===== src/rxcp_pkg.sv =====
package rxcp_pkg;

  // ==========================================================================
  // Register map (byte addresses)
  // ==========================================================================
  localparam logic [7:0]  REG_CTRL_OFS     = 8'h00;
  localparam logic [7:0]  REG_MAXLEN_OFS   = 8'h04;
  localparam logic [7:0]  REG_FRAMES_OFS   = 8'h08;
  localparam logic [7:0]  REG_ERRFRM_OFS   = 8'h0C;
  localparam int          CTRL_PT_BIT      = 0;
  localparam logic [15:0] MAXLEN_RST       = 16'h05EE;
  localparam logic [1:0]  RESP_OKAY        = 2'h0;
  localparam logic [1:0]  RESP_DECERR      = 2'h3;

  // ==========================================================================
  // Frame limits and field positions
  // ==========================================================================
  localparam logic [15:0] RUNT_MAX_BYTES   = 16'h0008;
  localparam logic [15:0] MIN_FRAME_BYTES  = 16'h0040;
  localparam logic [15:0] LEN_FIELD_MAX    = 16'h05DC;
  localparam logic [15:0] HDR_FCS_BYTES    = 16'h0012;
  localparam logic [15:0] POS_DA0          = 16'h0000;
  localparam logic [15:0] POS_TYPE_HI      = 16'h000C;
  localparam logic [15:0] POS_TYPE_LO      = 16'h000D;
  localparam logic [15:0] POS_OPC_HI       = 16'h000E;
  localparam logic [15:0] POS_OPC_LO       = 16'h000F;
  localparam logic [15:0] TYPE_MAC_CTRL    = 16'h8808;
  localparam logic [15:0] OPC_PAUSE        = 16'h0001;
  localparam logic [15:0] TPID_C           = 16'h8100;
  localparam logic [15:0] TPID_S           = 16'h88A8;
  localparam logic [15:0] TPID_Q           = 16'h9100;
  localparam int          PRE_PORT_DATA_W  = 128;
  localparam int          PRE_W            = 64;

  // ==========================================================================
  // Error and status bit positions
  // ==========================================================================
  localparam int ERR_MALFORMED = 0;
  localparam int ERR_CRC       = 1;
  localparam int ERR_SIZE      = 2;
  localparam int ERR_PAYLEN    = 4;
  localparam int ST_MCAST      = 37;
  localparam int ST_PAUSE      = 35;
  localparam int ST_CTRL       = 34;
  localparam int ST_VLAN       = 33;

  // ==========================================================================
  // CRC-32, reflected form
  // ==========================================================================
  localparam logic [31:0] CRC_POLY    = 32'hEDB88320;
  localparam logic [31:0] CRC_INIT    = 32'hFFFFFFFF;
  localparam logic [31:0] CRC_RESIDUE = 32'hDEBB20E3;

  typedef enum logic [1:0] {
    RXCP_IDLE  = 2'b01,
    RXCP_FRAME = 2'b10
  } rxcp_fsm_t;

endpackage


===== src/rxcp_crc.sv =====
`timescale 1ns/1ps
module rxcp_crc
  import rxcp_pkg::*;
#(
  parameter int DATA_W = 128,
  parameter int NB_W   = 5
) (
  input  wire logic              clk_i,
  input  wire logic              rst_n_i,
  input  wire logic              ce_i,
  input  wire logic              valid_i,
  input  wire logic              sop_i,
  input  wire logic [NB_W-1:0]   nbytes_i,
  input  wire logic [DATA_W-1:0] data_i,
  output logic      [31:0]       crc_next_o
);

  localparam int NB = DATA_W / 8;

  logic [31:0] crc_reg;

  // ==========================================================================
  // Byte-serial update, first byte in the top lane
  // ==========================================================================
  function automatic logic [31:0] crc_step(input logic [31:0]       c,
                                           input logic [DATA_W-1:0] d,
                                           input logic [NB_W-1:0]   n);
    logic [31:0] r;
    r = c;
    for (int k = 0; k < NB; k++) begin
      if (NB_W'(k) < n) begin
        for (int b = 0; b < 8; b++) begin
          r = (r >> 1) ^ ((r[0] ^ d[8*(NB-1-k)+b]) ? CRC_POLY : 32'h00000000);
        end
      end
    end
    return r;
  endfunction

  always_comb begin
    crc_next_o = crc_step(sop_i ? CRC_INIT : crc_reg, data_i, nbytes_i);
  end

  always_ff @(posedge clk_i or negedge rst_n_i) begin
    if (!rst_n_i) begin
      crc_reg <= CRC_INIT;
    end else if (ce_i && valid_i) begin
      crc_reg <= crc_next_o;
    end
  end

endmodule


===== src/rxcp_port.sv =====
// Overview of operation
// - A frame of 64 bytes or less may show start and end in one beat.
// - Six-bit error vector carries meaning only on the end-of-packet beat.
// - Bit 0 flags a non-terminate control character inside the frame.
// - Bit 1 flags bad CRC, error character, malformed or undersized frame.
// - Bit 2 flags a frame shorter than minimum or longer than maximum.
// - Frames of eight bytes or fewer are dropped silently, no error.
// - Same silent drop when delivered bytes after stripping are eight or fewer.
// - Bit 4 flags payload shorter than length field up to 1500, clean frames only; code also sets it beside a CRC or error-character bit 1.
// - Status qualifier high whenever the 40-bit status word is valid.
// - Status bit 37 marks broadcast or multicast destination.
// - Status bit 35 marks a PAUSE frame.
// - Status bit 34 marks type 0x8808 control frames.
// - Status bit 33 marks VLAN or stacked VLAN; other status bits reserved.
// - Preamble output valid on the beat with valid and start-of-packet.
// - Preamble port only at 128-bit width with passthrough on.
// - First packet byte always sits in the top byte lane.
// - Last beat reports unused byte lanes counted up from lane 0.
// - Last beat always has at least one valid byte.
// - All client signals run on the single receive clock.
// - Data bus is 512, 128 or 64 bits, bit 0 least significant.
// - Valid may drop inside a packet and means nothing outside one.
// - Start-of-packet marks the first beat, once per packet.
//
// Decided for this implementation: the AXI4-Lite interface to the registers and the register addresses.
`timescale 1ns/1ps
module rxcp_port
  import rxcp_pkg::*;
#(
  parameter int DATA_W  = 128,
  parameter int EMPTY_W = $clog2(DATA_W / 8),
  parameter int ADDR_W  = 8
) (
  input  wire logic               CLK_I,
  input  wire logic               RST_N_I,
  input  wire logic               CE_I,
  // Upstream decoded beats
  input  wire logic [DATA_W-1:0]  LANE_DATA_I,
  input  wire logic               LANE_VALID_I,
  input  wire logic               LANE_SOP_I,
  input  wire logic               LANE_EOP_I,
  input  wire logic [EMPTY_W-1:0] LANE_EMPTY_I,
  input  wire logic               LANE_CTRL_ERR_I,
  input  wire logic               LANE_ERR_CHAR_I,
  input  wire logic [PRE_W-1:0]   LANE_PREAMBLE_I,
  // Client stream
  output logic      [DATA_W-1:0]  RX_DATA_O,
  output logic                    RX_VALID_O,
  output logic                    RX_SOP_O,
  output logic                    RX_EOP_O,
  output logic      [EMPTY_W-1:0] RX_EMPTY_O,
  output logic      [5:0]         RX_ERROR_O,
  output logic                    RX_STATUS_VALID_O,
  output logic      [39:0]        RX_STATUS_DATA_O,
  output logic      [PRE_W-1:0]   RX_PREAMBLE_O,
  // AXI4-Lite slave
  input  wire logic [ADDR_W-1:0]  AXI_AWADDR_I,
  input  wire logic               AXI_AWVALID_I,
  output logic                    AXI_AWREADY_O,
  input  wire logic [31:0]        AXI_WDATA_I,
  input  wire logic [3:0]         AXI_WSTRB_I,
  input  wire logic               AXI_WVALID_I,
  output logic                    AXI_WREADY_O,
  output logic      [1:0]         AXI_BRESP_O,
  output logic                    AXI_BVALID_O,
  input  wire logic               AXI_BREADY_I,
  input  wire logic [ADDR_W-1:0]  AXI_ARADDR_I,
  input  wire logic               AXI_ARVALID_I,
  output logic                    AXI_ARREADY_O,
  output logic      [31:0]        AXI_RDATA_O,
  output logic      [1:0]         AXI_RRESP_O,
  output logic                    AXI_RVALID_O,
  input  wire logic               AXI_RREADY_I
);

  localparam int              NB     = DATA_W / 8;
  localparam int              NB_W   = EMPTY_W + 1;
  localparam logic [NB_W-1:0] NB_L   = NB_W'(NB);
  localparam bit              PRE_ON = (DATA_W == PRE_PORT_DATA_W);

  typedef struct packed {
    rxcp_fsm_t         st;
    logic [DATA_W-1:0] data;
    logic              valid;
    logic              sop;
    logic              eop;
    logic [EMPTY_W-1:0] empty;
    logic [5:0]        err;
    logic              sts_vld;
    logic [39:0]       sts;
    logic [PRE_W-1:0]  pre;
    logic [15:0]       cnt;
    logic [15:0]       ltype;
    logic [15:0]       opc;
    logic              mcast;
    logic              mal;
    logic              echr;
    logic              pt_en;
    logic [15:0]       maxlen;
    logic [31:0]       frames;
    logic [31:0]       errfrm;
    logic              aw_have;
    logic [ADDR_W-1:0] aw_addr;
    logic              w_have;
    logic [31:0]       wdata;
    logic [3:0]        wstrb;
    logic              awrdy;
    logic              wrdy;
    logic              bvalid;
    logic [1:0]        bresp;
    logic              arrdy;
    logic              rvalid;
    logic [31:0]       rdata;
    logic [1:0]        rresp;
  } rxcp_state_t;

  rxcp_state_t       s_reg;
  rxcp_state_t       s_next;
  logic [NB_W-1:0]   nb_w;
  logic [15:0]       base_w;
  logic [15:0]       tot_w;
  logic              runt_w;
  logic              accept_w;
  logic [31:0]       crc_w;

  // ==========================================================================
  // Register decode and byte-lane merge
  // ==========================================================================
  function automatic logic [2:0] reg_sel(input logic [ADDR_W-1:0] a);
    case (8'(a))
      REG_CTRL_OFS:   reg_sel = 3'h1;
      REG_MAXLEN_OFS: reg_sel = 3'h2;
      REG_FRAMES_OFS: reg_sel = 3'h3;
      REG_ERRFRM_OFS: reg_sel = 3'h4;
      default:        reg_sel = 3'h0;
    endcase
  endfunction

  function automatic logic [31:0] wmerge(input logic [31:0] old, input logic [31:0] d,
                                         input logic [3:0] strb);
    logic [31:0] r;
    r = old;
    for (int i = 0; i < 4; i++) begin
      if (strb[i]) begin
        r[8*i +: 8] = d[8*i +: 8];
      end
    end
    return r;
  endfunction

  // ==========================================================================
  // Beat bookkeeping
  // ==========================================================================
  assign nb_w     = LANE_EOP_I ? NB_L - {1'b0, LANE_EMPTY_I} : NB_L;
  assign base_w   = LANE_SOP_I ? 16'h0000 : s_reg.cnt;
  assign tot_w    = base_w + 16'(nb_w);
  assign runt_w   = LANE_SOP_I && LANE_EOP_I && (tot_w <= RUNT_MAX_BYTES);
  assign accept_w = LANE_VALID_I && !runt_w
                 && (LANE_SOP_I || s_reg.st == RXCP_FRAME);

  rxcp_crc #(
    .DATA_W (DATA_W),
    .NB_W   (NB_W)
  ) u_crc (
    .clk_i      (CLK_I),
    .rst_n_i    (RST_N_I),
    .ce_i       (CE_I),
    .valid_i    (accept_w),
    .sop_i      (LANE_SOP_I),
    .nbytes_i   (nb_w),
    .data_i     (LANE_DATA_I),
    .crc_next_o (crc_w)
  );

  // ==========================================================================
  // Next-state logic
  // ==========================================================================
  always_comb begin
    logic [15:0] pos;
    logic [7:0]  byte_v;
    logic        und;
    logic        ovr;
    logic        crc_bad;
    logic        vlan;
    logic [5:0]  ev;
    pos     = 16'h0000;
    byte_v  = 8'h00;
    und     = 1'b0;
    ovr     = 1'b0;
    crc_bad = 1'b0;
    vlan    = 1'b0;
    ev      = 6'h00;
    s_next  = s_reg;
    if (CE_I) begin
      s_next.valid   = 1'b0;
      s_next.sop     = 1'b0;
      s_next.eop     = 1'b0;
      s_next.sts_vld = 1'b0;
      s_next.err     = 6'h00;
      if (accept_w) begin
        if (LANE_SOP_I) begin
          s_next.ltype = 16'h0000;
          s_next.opc   = 16'h0000;
          s_next.mcast = 1'b0;
          s_next.mal   = 1'b0;
          s_next.echr  = 1'b0;
        end
        s_next.mal  = s_next.mal | LANE_CTRL_ERR_I;
        s_next.echr = s_next.echr | LANE_ERR_CHAR_I;
        for (int k = 0; k < NB; k++) begin
          if (NB_W'(k) < nb_w) begin
            pos    = base_w + 16'(k);
            byte_v = LANE_DATA_I[8*(NB-1-k) +: 8];
            case (pos)
              POS_DA0:     s_next.mcast      = byte_v[0];
              POS_TYPE_HI: s_next.ltype[15:8] = byte_v;
              POS_TYPE_LO: s_next.ltype[7:0]  = byte_v;
              POS_OPC_HI:  s_next.opc[15:8]   = byte_v;
              POS_OPC_LO:  s_next.opc[7:0]    = byte_v;
              default:     ;
            endcase
          end
        end
        s_next.data  = LANE_DATA_I;
        s_next.valid = 1'b1;
        s_next.sop   = LANE_SOP_I;
        s_next.eop   = LANE_EOP_I;
        s_next.empty = LANE_EOP_I ? LANE_EMPTY_I : '0;
        s_next.cnt   = tot_w;
        s_next.st    = LANE_EOP_I ? RXCP_IDLE : RXCP_FRAME;
        if (LANE_SOP_I && PRE_ON && s_reg.pt_en) begin
          s_next.pre = LANE_PREAMBLE_I;
        end
        if (LANE_EOP_I) begin
          und     = tot_w < MIN_FRAME_BYTES;
          ovr     = tot_w > s_reg.maxlen;
          crc_bad = crc_w != CRC_RESIDUE;
          vlan    = s_next.ltype == TPID_C || s_next.ltype == TPID_S
                 || s_next.ltype == TPID_Q;
          ev[ERR_MALFORMED] = s_next.mal;
          ev[ERR_CRC]  = crc_bad | s_next.echr | s_next.mal | und;
          ev[ERR_SIZE] = und | ovr;
          ev[ERR_PAYLEN] = !und && !ovr && !s_next.mal
                        && s_next.ltype <= LEN_FIELD_MAX
                        && (tot_w - HDR_FCS_BYTES) < s_next.ltype;
          s_next.err     = ev;
          s_next.sts_vld = 1'b1;
          s_next.sts     = 40'h0000000000;
          s_next.sts[ST_MCAST] = s_next.mcast;
          s_next.sts[ST_PAUSE] = s_next.ltype == TYPE_MAC_CTRL
                              && s_next.opc == OPC_PAUSE;
          s_next.sts[ST_CTRL]  = s_next.ltype == TYPE_MAC_CTRL;
          s_next.sts[ST_VLAN]  = vlan;
          s_next.frames = s_reg.frames + 32'h00000001;
          if (ev != 6'h00) begin
            s_next.errfrm = s_reg.errfrm + 32'h00000001;
          end
        end
      end
      // AXI4-Lite write channel
      if (s_reg.bvalid && AXI_BREADY_I) begin
        s_next.bvalid = 1'b0;
      end
      if (AXI_AWVALID_I && s_reg.awrdy) begin
        s_next.aw_have = 1'b1;
        s_next.aw_addr = AXI_AWADDR_I;
      end
      if (AXI_WVALID_I && s_reg.wrdy) begin
        s_next.w_have = 1'b1;
        s_next.wdata  = AXI_WDATA_I;
        s_next.wstrb  = AXI_WSTRB_I;
      end
      if (s_next.aw_have && s_next.w_have && !s_next.bvalid) begin
        s_next.aw_have = 1'b0;
        s_next.w_have  = 1'b0;
        s_next.bvalid  = 1'b1;
        s_next.bresp   = RESP_OKAY;
        case (reg_sel(s_next.aw_addr))
          3'h1: s_next.pt_en  = 1'(wmerge({31'h0, s_reg.pt_en}, s_next.wdata,
                                          s_next.wstrb) >> CTRL_PT_BIT);
          3'h2: s_next.maxlen = 16'(wmerge({16'h0000, s_reg.maxlen}, s_next.wdata,
                                           s_next.wstrb));
          3'h3,
          3'h4: ;
          default: s_next.bresp = RESP_DECERR;
        endcase
      end
      s_next.awrdy = !s_next.aw_have && !s_next.bvalid;
      s_next.wrdy  = !s_next.w_have && !s_next.bvalid;
      // AXI4-Lite read channel
      if (s_reg.rvalid && AXI_RREADY_I) begin
        s_next.rvalid = 1'b0;
      end
      if (AXI_ARVALID_I && s_reg.arrdy) begin
        s_next.rvalid = 1'b1;
        s_next.rresp  = RESP_OKAY;
        case (reg_sel(AXI_ARADDR_I))
          3'h1:    s_next.rdata = 32'(s_reg.pt_en) << CTRL_PT_BIT;
          3'h2:    s_next.rdata = {16'h0000, s_reg.maxlen};
          3'h3:    s_next.rdata = s_reg.frames;
          3'h4:    s_next.rdata = s_reg.errfrm;
          default: begin
            s_next.rdata = 32'h00000000;
            s_next.rresp = RESP_DECERR;
          end
        endcase
      end
      s_next.arrdy = !s_next.rvalid;
    end
  end

  // ==========================================================================
  // State register, single receive clock
  // ==========================================================================
  always_ff @(posedge CLK_I or negedge RST_N_I) begin
    if (!RST_N_I) begin
      s_reg        <= '0;
      s_reg.st     <= RXCP_IDLE;
      s_reg.maxlen <= MAXLEN_RST;
      s_reg.awrdy  <= 1'b1;
      s_reg.wrdy   <= 1'b1;
      s_reg.arrdy  <= 1'b1;
    end else begin
      s_reg <= s_next;
    end
  end

  assign RX_DATA_O         = s_reg.data;
  assign RX_VALID_O        = s_reg.valid;
  assign RX_SOP_O          = s_reg.sop;
  assign RX_EOP_O          = s_reg.eop;
  assign RX_EMPTY_O        = s_reg.empty;
  assign RX_ERROR_O        = s_reg.err;
  assign RX_STATUS_VALID_O = s_reg.sts_vld;
  assign RX_STATUS_DATA_O  = s_reg.sts;
  assign RX_PREAMBLE_O     = s_reg.pre;
  assign AXI_AWREADY_O     = s_reg.awrdy;
  assign AXI_WREADY_O      = s_reg.wrdy;
  assign AXI_BRESP_O       = s_reg.bresp;
  assign AXI_BVALID_O      = s_reg.bvalid;
  assign AXI_ARREADY_O     = s_reg.arrdy;
  assign AXI_RDATA_O       = s_reg.rdata;
  assign AXI_RRESP_O       = s_reg.rresp;
  assign AXI_RVALID_O      = s_reg.rvalid;
endmodule


===== config.mk =====
export PLATFORM = sky130hd
export DESIGN_NAME = rxcp_port
export DESIGN_NICKNAME = d
export VERILOG_FILES = /design/src/rxcp_pkg.sv /design/src/rxcp_crc.sv /design/src/rxcp_port.sv
export SDC_FILE = /design/constraint.sdc
export NUM_CORES = 2
export LEC_CHECK = 0
export BUFFER_PORTS_ARGS = -buffer_cell sky130_fd_sc_hd__buf_2
export CAP_MARGIN = 40
export CORE_MARGIN = 1
export CORE_UTILIZATION = 50
export CTS_BUF_LIST = sky130_fd_sc_hd__clkbuf_16
export DETAILED_ROUTE_END_ITERATION = 8
export PLACE_DENSITY = 0.66
export SYNTH_ARGS = -nofsm -noshare
export SYNTH_HDL_FRONTEND = slang
export SYNTH_SLANG_ARGS = --single-unit

===== constraint.sdc =====
create_clock -name CLK_I -period 21.7 [get_ports CLK_I]
set_clock_uncertainty 0.15 [all_clocks]
set_input_delay 4.34 -clock CLK_I [delete_from_list [all_inputs] [get_ports CLK_I]]
set_output_delay 4.34 -clock CLK_I [all_outputs]
set_load 0.01 [all_outputs]

======== Yosys cells after proc, flatten, opt, wreduce, memory -nomap -nowiden ========
Index checks and enable logic that the tools add are counted.
cells by class
  mux-type cells .......................... 301
  $lt $le $gt $ge ......................... 21
  bitwise logic cells ..................... 262
  add/subtract/negate cells ............... 20
  equal/unequal tests ..................... 87
  multipliers ............................. 0
  reductions and logical operators ........ 62
  divide/modulo/power cells ............... 0
  shift-type cells ........................ 0
operators with widths
  cell                   count
  $mux 32                145
  $xor 31x32->32         128
  $mux 33                42
  $eq 16x4->1 const B    64
  $mux 8                 64
  $logic_not 16->1       16
  $mux 35                5
  $mux 169               1
  $add 16x4->16 const B  8
  $pmux 32 s4            1
  $xor 1x1->1            128
  $mux 37                2
  $add 16x3->16 const B  4
  $add 32x1->32 const B  2
  $eq 16x16->1 const B   4
  $mux 64                1
  $mux 46                1
  $lt 4x5->1 const A     8
  $add 16x2->16 const B  2
  $eq 8x4->1 const B     4
  $ne 32x32->1 const B   1
  $pmux 3 s4             2
  $mux 1                 23
  $logic_and 1x1->1      20
  34 further kinds       77
storage, ports and cells
  flip-flop bits (word level) ............. 445
  bits in writable memories ............... 0
  bits in latches ......................... 0
  memories kept ........................... 0
  logic and storage cells ................. 788
  ROM bits ................................ 0

======== Longest topological paths before layout ========
  depth in word-level cells ............... 407
  gate-level depth with buffers ........... 70
  gate-level depth less buffers ........... 60

======== Hierarchy ========
From an unflattened synthesis, not the netlist that was laid out.
second synthesis, totals
  cell total of the unflattened synthesis .. 7067
  area, all modules ....................... 57838.0 sq um
by module, submodules not included
  module     cells each  sequential area each (sq um)  area each (sq um)  times used
  rxcp_port  3830        10224.8                       31445.2            1
  rxcp_crc   3237        840.8                         26392.8            1

======== Worst setup path before layout ========
No wires, ideal clock.
  kind .................................... in2reg
  from .................................... input LANE_EMPTY_I[0]
  to ...................................... register s_reg[91] (netlist name)
  slack ................................... -1505 ps
  arrival ................................. 22924 ps
  data required time ...................... 21419 ps
  setup time .............................. 131 ps
  stages on the path ...................... 61
  path through ............................ buf_2 > inv_1 > ha_1 > nand4bb_1 > a21oi_1 > buf_2 > mux2i_1 > xor3_1 > xor3_1 > o211ai_4 > xnor3_1 > a21oi_1 > xnor2_1 > xnor3_1 > xnor2_1 > a21oi_2 > xnor2_1 > nor2_1 > (+25 left out) > mux2i_2 > xnor2_4 > xnor3_1 > mux2i_4 > xor2_4 > xor3_1 > a21oi_2 > xnor2_4 > xnor3_1 > xnor3_1 > mux2_1 > nand2_1 > a2111oi_0 > and4_1 > a41oi_2 > buf_2 > o2111ai_1 > xnor2_1
between the ends
  word-level cells in the longest chain between the ends .. 185
  elaborated cells on any way between the ends .. 490
  those cells by class .................... add/sub (3); order compare (21); eq/ne (1); mux (209); bitwise (244); reduce/logical (12)
ends and longest elaborated chain
  element                                                     line                              source
  start: declaration                                          rxcp_port.sv:42                   input wire logic [EMPTY_W-1:0] LANE_EMPTY_I,
  $sub 5x4->5 *                                               rxcp_port.sv:154                  assign nb_w = LANE_EOP_I ? NB_L - {1'b0, LANE_EMPTY_I} : NB_L;
  $mux 5 *                                                    rxcp_port.sv:154
  $lt 1x5->1                                                  rxcp_crc.sv:31, rxcp_port.sv:211
  $mux 32                                                     rxcp_crc.sv:31                    if (NB_W'(k) < n) begin
  $xor 1x1->1 / $xor 31x32->32 (equally long branches)        rxcp_crc.sv:33                    r = (r >> 1) ^ ((r[0] ^ d[8*(NB-1-k)+b]) ? CRC_POLY : 32'h00000000);
  $mux 32, or another cell as far along                       rxcp_crc.sv:33
  $xor 31x32->32, or another cell as far along (4 in series)  rxcp_crc.sv:33
  $xor 31x32->32 / $mux 32 (equally long branches)            rxcp_crc.sv:33
  (+161 left out)                                             --
  $xor 31x32->32, or another cell as far along (4 in series)  rxcp_crc.sv:33
  $xor 31x32->32 / $mux 32 (equally long branches)            rxcp_crc.sv:33
  $xor 31x32->32                                              rxcp_crc.sv:33
  $mux 32                                                     rxcp_crc.sv:31
  $ne 32x32->1                                                rxcp_port.sv:237                  crc_bad = crc_w != CRC_RESIDUE;
  $or 1x1->1 (3 in series)                                    rxcp_port.sv:241                  ev[ERR_CRC] = crc_bad | s_next.echr | s_next.mal | und;
  $reduce_bool 4->1                                           rxcp_port.sv:255                  if (ev != 6'h00) begin
  $reduce_and 4->1 (no source line) *                         --
  end signal: assignment                                      rxcp_port.sv:324                  s_reg <= s_next;
  end: declaration                                            rxcp_port.sv:117                  rxcp_state_t s_reg;
Every way passes the cells marked *; elsewhere a longest branch is shown, timed or not. The select of a mux whose other input is x is not followed.
A chain may end at the register's enable or synchronous reset.

======== Worst setup path in the final report ========
  from .................................... input LANE_EMPTY_I[1]
  to ...................................... register s_reg[93] (netlist name)
The elaborated chain is that of the path after synthesis.

==> impl_metrics.py <==
metrics = {
    "sta": {
        "tightest_slew_ns": 0.966,
        "tns_ns": 0,
        "finalWorstPathRequiredPeriod_ns": 21.43,
        "hold_viol_final": 0,
        "finalMaxSlewViolations": 0,
        "setup_viol": 0,
        "postLayoutSetupSlackWorst_ns": 0.274,
        "fmax_mhz": 46.7,
        "worst_slew_margin_rel_pct": 35.6,
        "period_share_pct": 98.7,
    },
    "run": {
        "cap_violations": 0,
    },
    "cts": {
        "clk_pin_slew_worst_paths_ns": 0.06,
        "cts_buffers": 50,
        "ctsRootBufferMaster": "clkbuf_16",
        "cts_buffer_depth": 3,
        "clkSinkCount": 440,
        "clk_latency_ns": 0.68,
        "htreeDepth": 2,
        "cts-hold-fix-buffers": 0,
        "cts_tree": "built",
    },
    "synthesis": {
        "syn_area_sq_um": 54000,
        "synth_edf_count": 0,
        "ys.flop_type": "dfrtp_1",
        "yosysSeqAreaShare_pct": 20.5,
        "syn_area_per_cell_sq_um": 8.47,
        "ys_seq_elements": 440,
        "yosysWarnings": 0,
        "ys_async_sr_fraction_pct": 100,
        "syn_inst": 6373,
        "synth_cell_type_count": 118,
    },
    "die": {
        "ios": 548,
        "start_util_pct": 50.4,
        "core_sq_um": 107000,
        "dieArea_sq_um": 109000,
        "num_rows": 120,
        "dieHeight_um": 331,
        "die_x_um": 331,
    },
    "cells_and_area": {
        "area_delta_synth_final_pct": 26.1,
        "final_nets": 7790,
        "drive_above_1_share_pct": 32.6,
        "nFillCells": 9174,
        "largest_reg_flops": 162,
    },
    "worst_setup_path": {
        "arrival_ns": 21.85,
        "endpoint_kind": "register",
        "rr_worst_depth": 69,
        "cp_num_cells": 72,
        "critical-path-max-stage-delay_ns": 0.54,
        "worst_ep_required_time_ns": 22.13,
        "crit_family": "XOR/XNOR gates",
        "cp-start-kind": "primary input",
        "crit_top_cell": "xnor3_1",
        "critPathBufInv": 15,
        "path_max_fanout": 15,
        "cpMaxStageDelayCell": "or4_4",
        "crit_type": "primary input to register",
    },
    "global_route": {
        "antenna_found_initial": 6,
        "grt_pass1_wl_mm": 303,
        "grt_max_degree": 226,
        "grt_usage_pct": 37.2,
        "grt_pass1_vias": 47500,
        "gr-total-overflow": 0,
    },
    "placed_design": {
        "routabilityCongestion": 1.04,
        "post-dp-hpwl_mm": 167,
        "pre_cts_ws_ns": -0.832,
        "io_buffers": 491,
    },
    "min_path": {
        "hold_path_class": "register to register",
        "min_path_cells": 2,
    },
    "detailed_routing": {
        "routedWlPerCell_um": 23.7,
        "routed_wl_mm": 212,
        "via_count": 50900,
        "dr.pass1.iters": 8,
        "drt_iter0_markers": 4614,
        "drc": 0,
        "ant_nets": 0,
        "viasPerCell": 5.70,
    },
    "run_status": {
        "outcome": "finished clean",
    },
}
## what timing repair did
item,CTS,global route
gates resized for setup,8,269
pin swaps,1,107
endpoints found under the setup margin,31,33
setup buffers,1,116
gates cloned,0,2
## per-layer routing
layer | routed length, um | global-route usage [%] | vias to the layer above
li1 | - | - | 23700
met1 | 89800 | 50.4 | 24500
met2 | 96100 | 59.4 | 2247
met3 | 16500 | 5.70 | 445
met4 | 9470 | 14.6 | 0
met5 | 0 | 0 | -
## worst paths after layout
path,from,end,slack [ns]
setup / recovery,LANE_EMPTY_I[1],s_reg[93],0.27
hold / removal,RX_DATA_O[92],RX_DATA_O[92],0.32
setup reg to reg,u_crc.crc_reg[2],s_reg[93],3.09
hold reg to reg,RX_DATA_O[92],RX_DATA_O[92],0.32
max in group asynchronous,RST_N_I,RX_DATA_O[61],15.96
min in group asynchronous,RST_N_I,AXI_RDATA_O[26],3.63
## through the flow
stage	hold slack (ns)	std cells	cell area [sq um]	util [%]
finish	0.319	8929	68000	63.6
global route	0.328	8927	68000	63.6
CTS	0.320	8807	65600	61.3
global placement	0.297	8695	63700	59.5
detailed placement	0.305	8712	63900	59.7
floorplan	0.288	6410	54700	-
## cells in the final DEF, fill, tap and decap left out, drive strengths merged, types with 20 or more instances in the layout
cell and count:
nor3b 28, buf 1739, and2 28, dfstp 44
nor4 29, nor2b 24, inv 102, and3 35
o211ai 49, or2 20, mux2i 269, nand3 85
xnor3 214, nor3 79, a31oi 40, mux2 142
ha 47, nand2 890, a21oi 547, a211oi 113
conb 38, nor2 677, or3 23, o21a 24
xnor2 713, xor3 66, nand2b 23, dfrtp 396
xor2 307, a21o 23, o21ai 374, nand4 36
a22oi 38, clkinv 20, clkbuf 52
## worst min-delay path, delay by kind of cell, from the launching register on
| kind | cells | cell delay [ns] |
|---|---|---|
| and+or+nand+nor | 2 | 0.10 |
| DFF | 1 | 0.34 |
## cells in the mapped netlist, drive strengths merged, types with 24 or more instances
master / count / area (sq um)
mux2i: 269 / 3010
o21a: 24 / 181
dfrtp: 396 / 9910
xnor2: 713 / 7030
clkbuf: 324 / 1220
a21oi: 547 / 2930
nor3: 79 / 395
and3: 35 / 219
a22oi: 38 / 290
dfstp: 44 / 1160
nor2: 677 / 2550
inv: 79 / 297
o211ai: 49 / 417
nand2: 890 / 3340
nand4: 36 / 225
ha: 47 / 588
buf: 397 / 2640
nor3b: 28 / 210
xor2: 307 / 2970
a211oi: 113 / 853
a31oi: 40 / 314
xnor3: 214 / 4840
xor3: 66 / 1580
o21ai: 374 / 1920
nor2b: 24 / 150
mux2: 142 / 1600
and2: 28 / 175
nor4: 29 / 196
nand3: 85 / 425
## layout make-up
type	count	area, sq um	area share [%]
tap	1403	1760	2.58
sequential	440	11100	16.3
antenna	3	7.51	0.0110
timing repair buffer	1741	12300	18.1
multi-input combinational	5165	41000	60.2
clock buffer	50	1250	1.84
inverter	83	312	0.458
clock inverter	44	353	0.519
## kinds of logic (layout without fill, tap and decap cells)
logic type | Yosys count | in the layout | synth area share [%]
buffers and inverters | 805 | 1918 | 7.75
AOI/OAI and AO/OA | 1356 | 1356 | 15.7
xor gates and xnor gates | 1300 | 1300 | 30.4
adders and majority gates | 48 | 48 | 1.13
other | 1 | 41 | 0.00695
muxes | 411 | 411 | 8.54
DFF | 440 | 440 | 20.5
and+or+nand+nor | 2012 | 2012 | 16.0
Power is not shown: default switching activity piles up to over one toggle a cycle in this logic, so the estimate is an artifact.
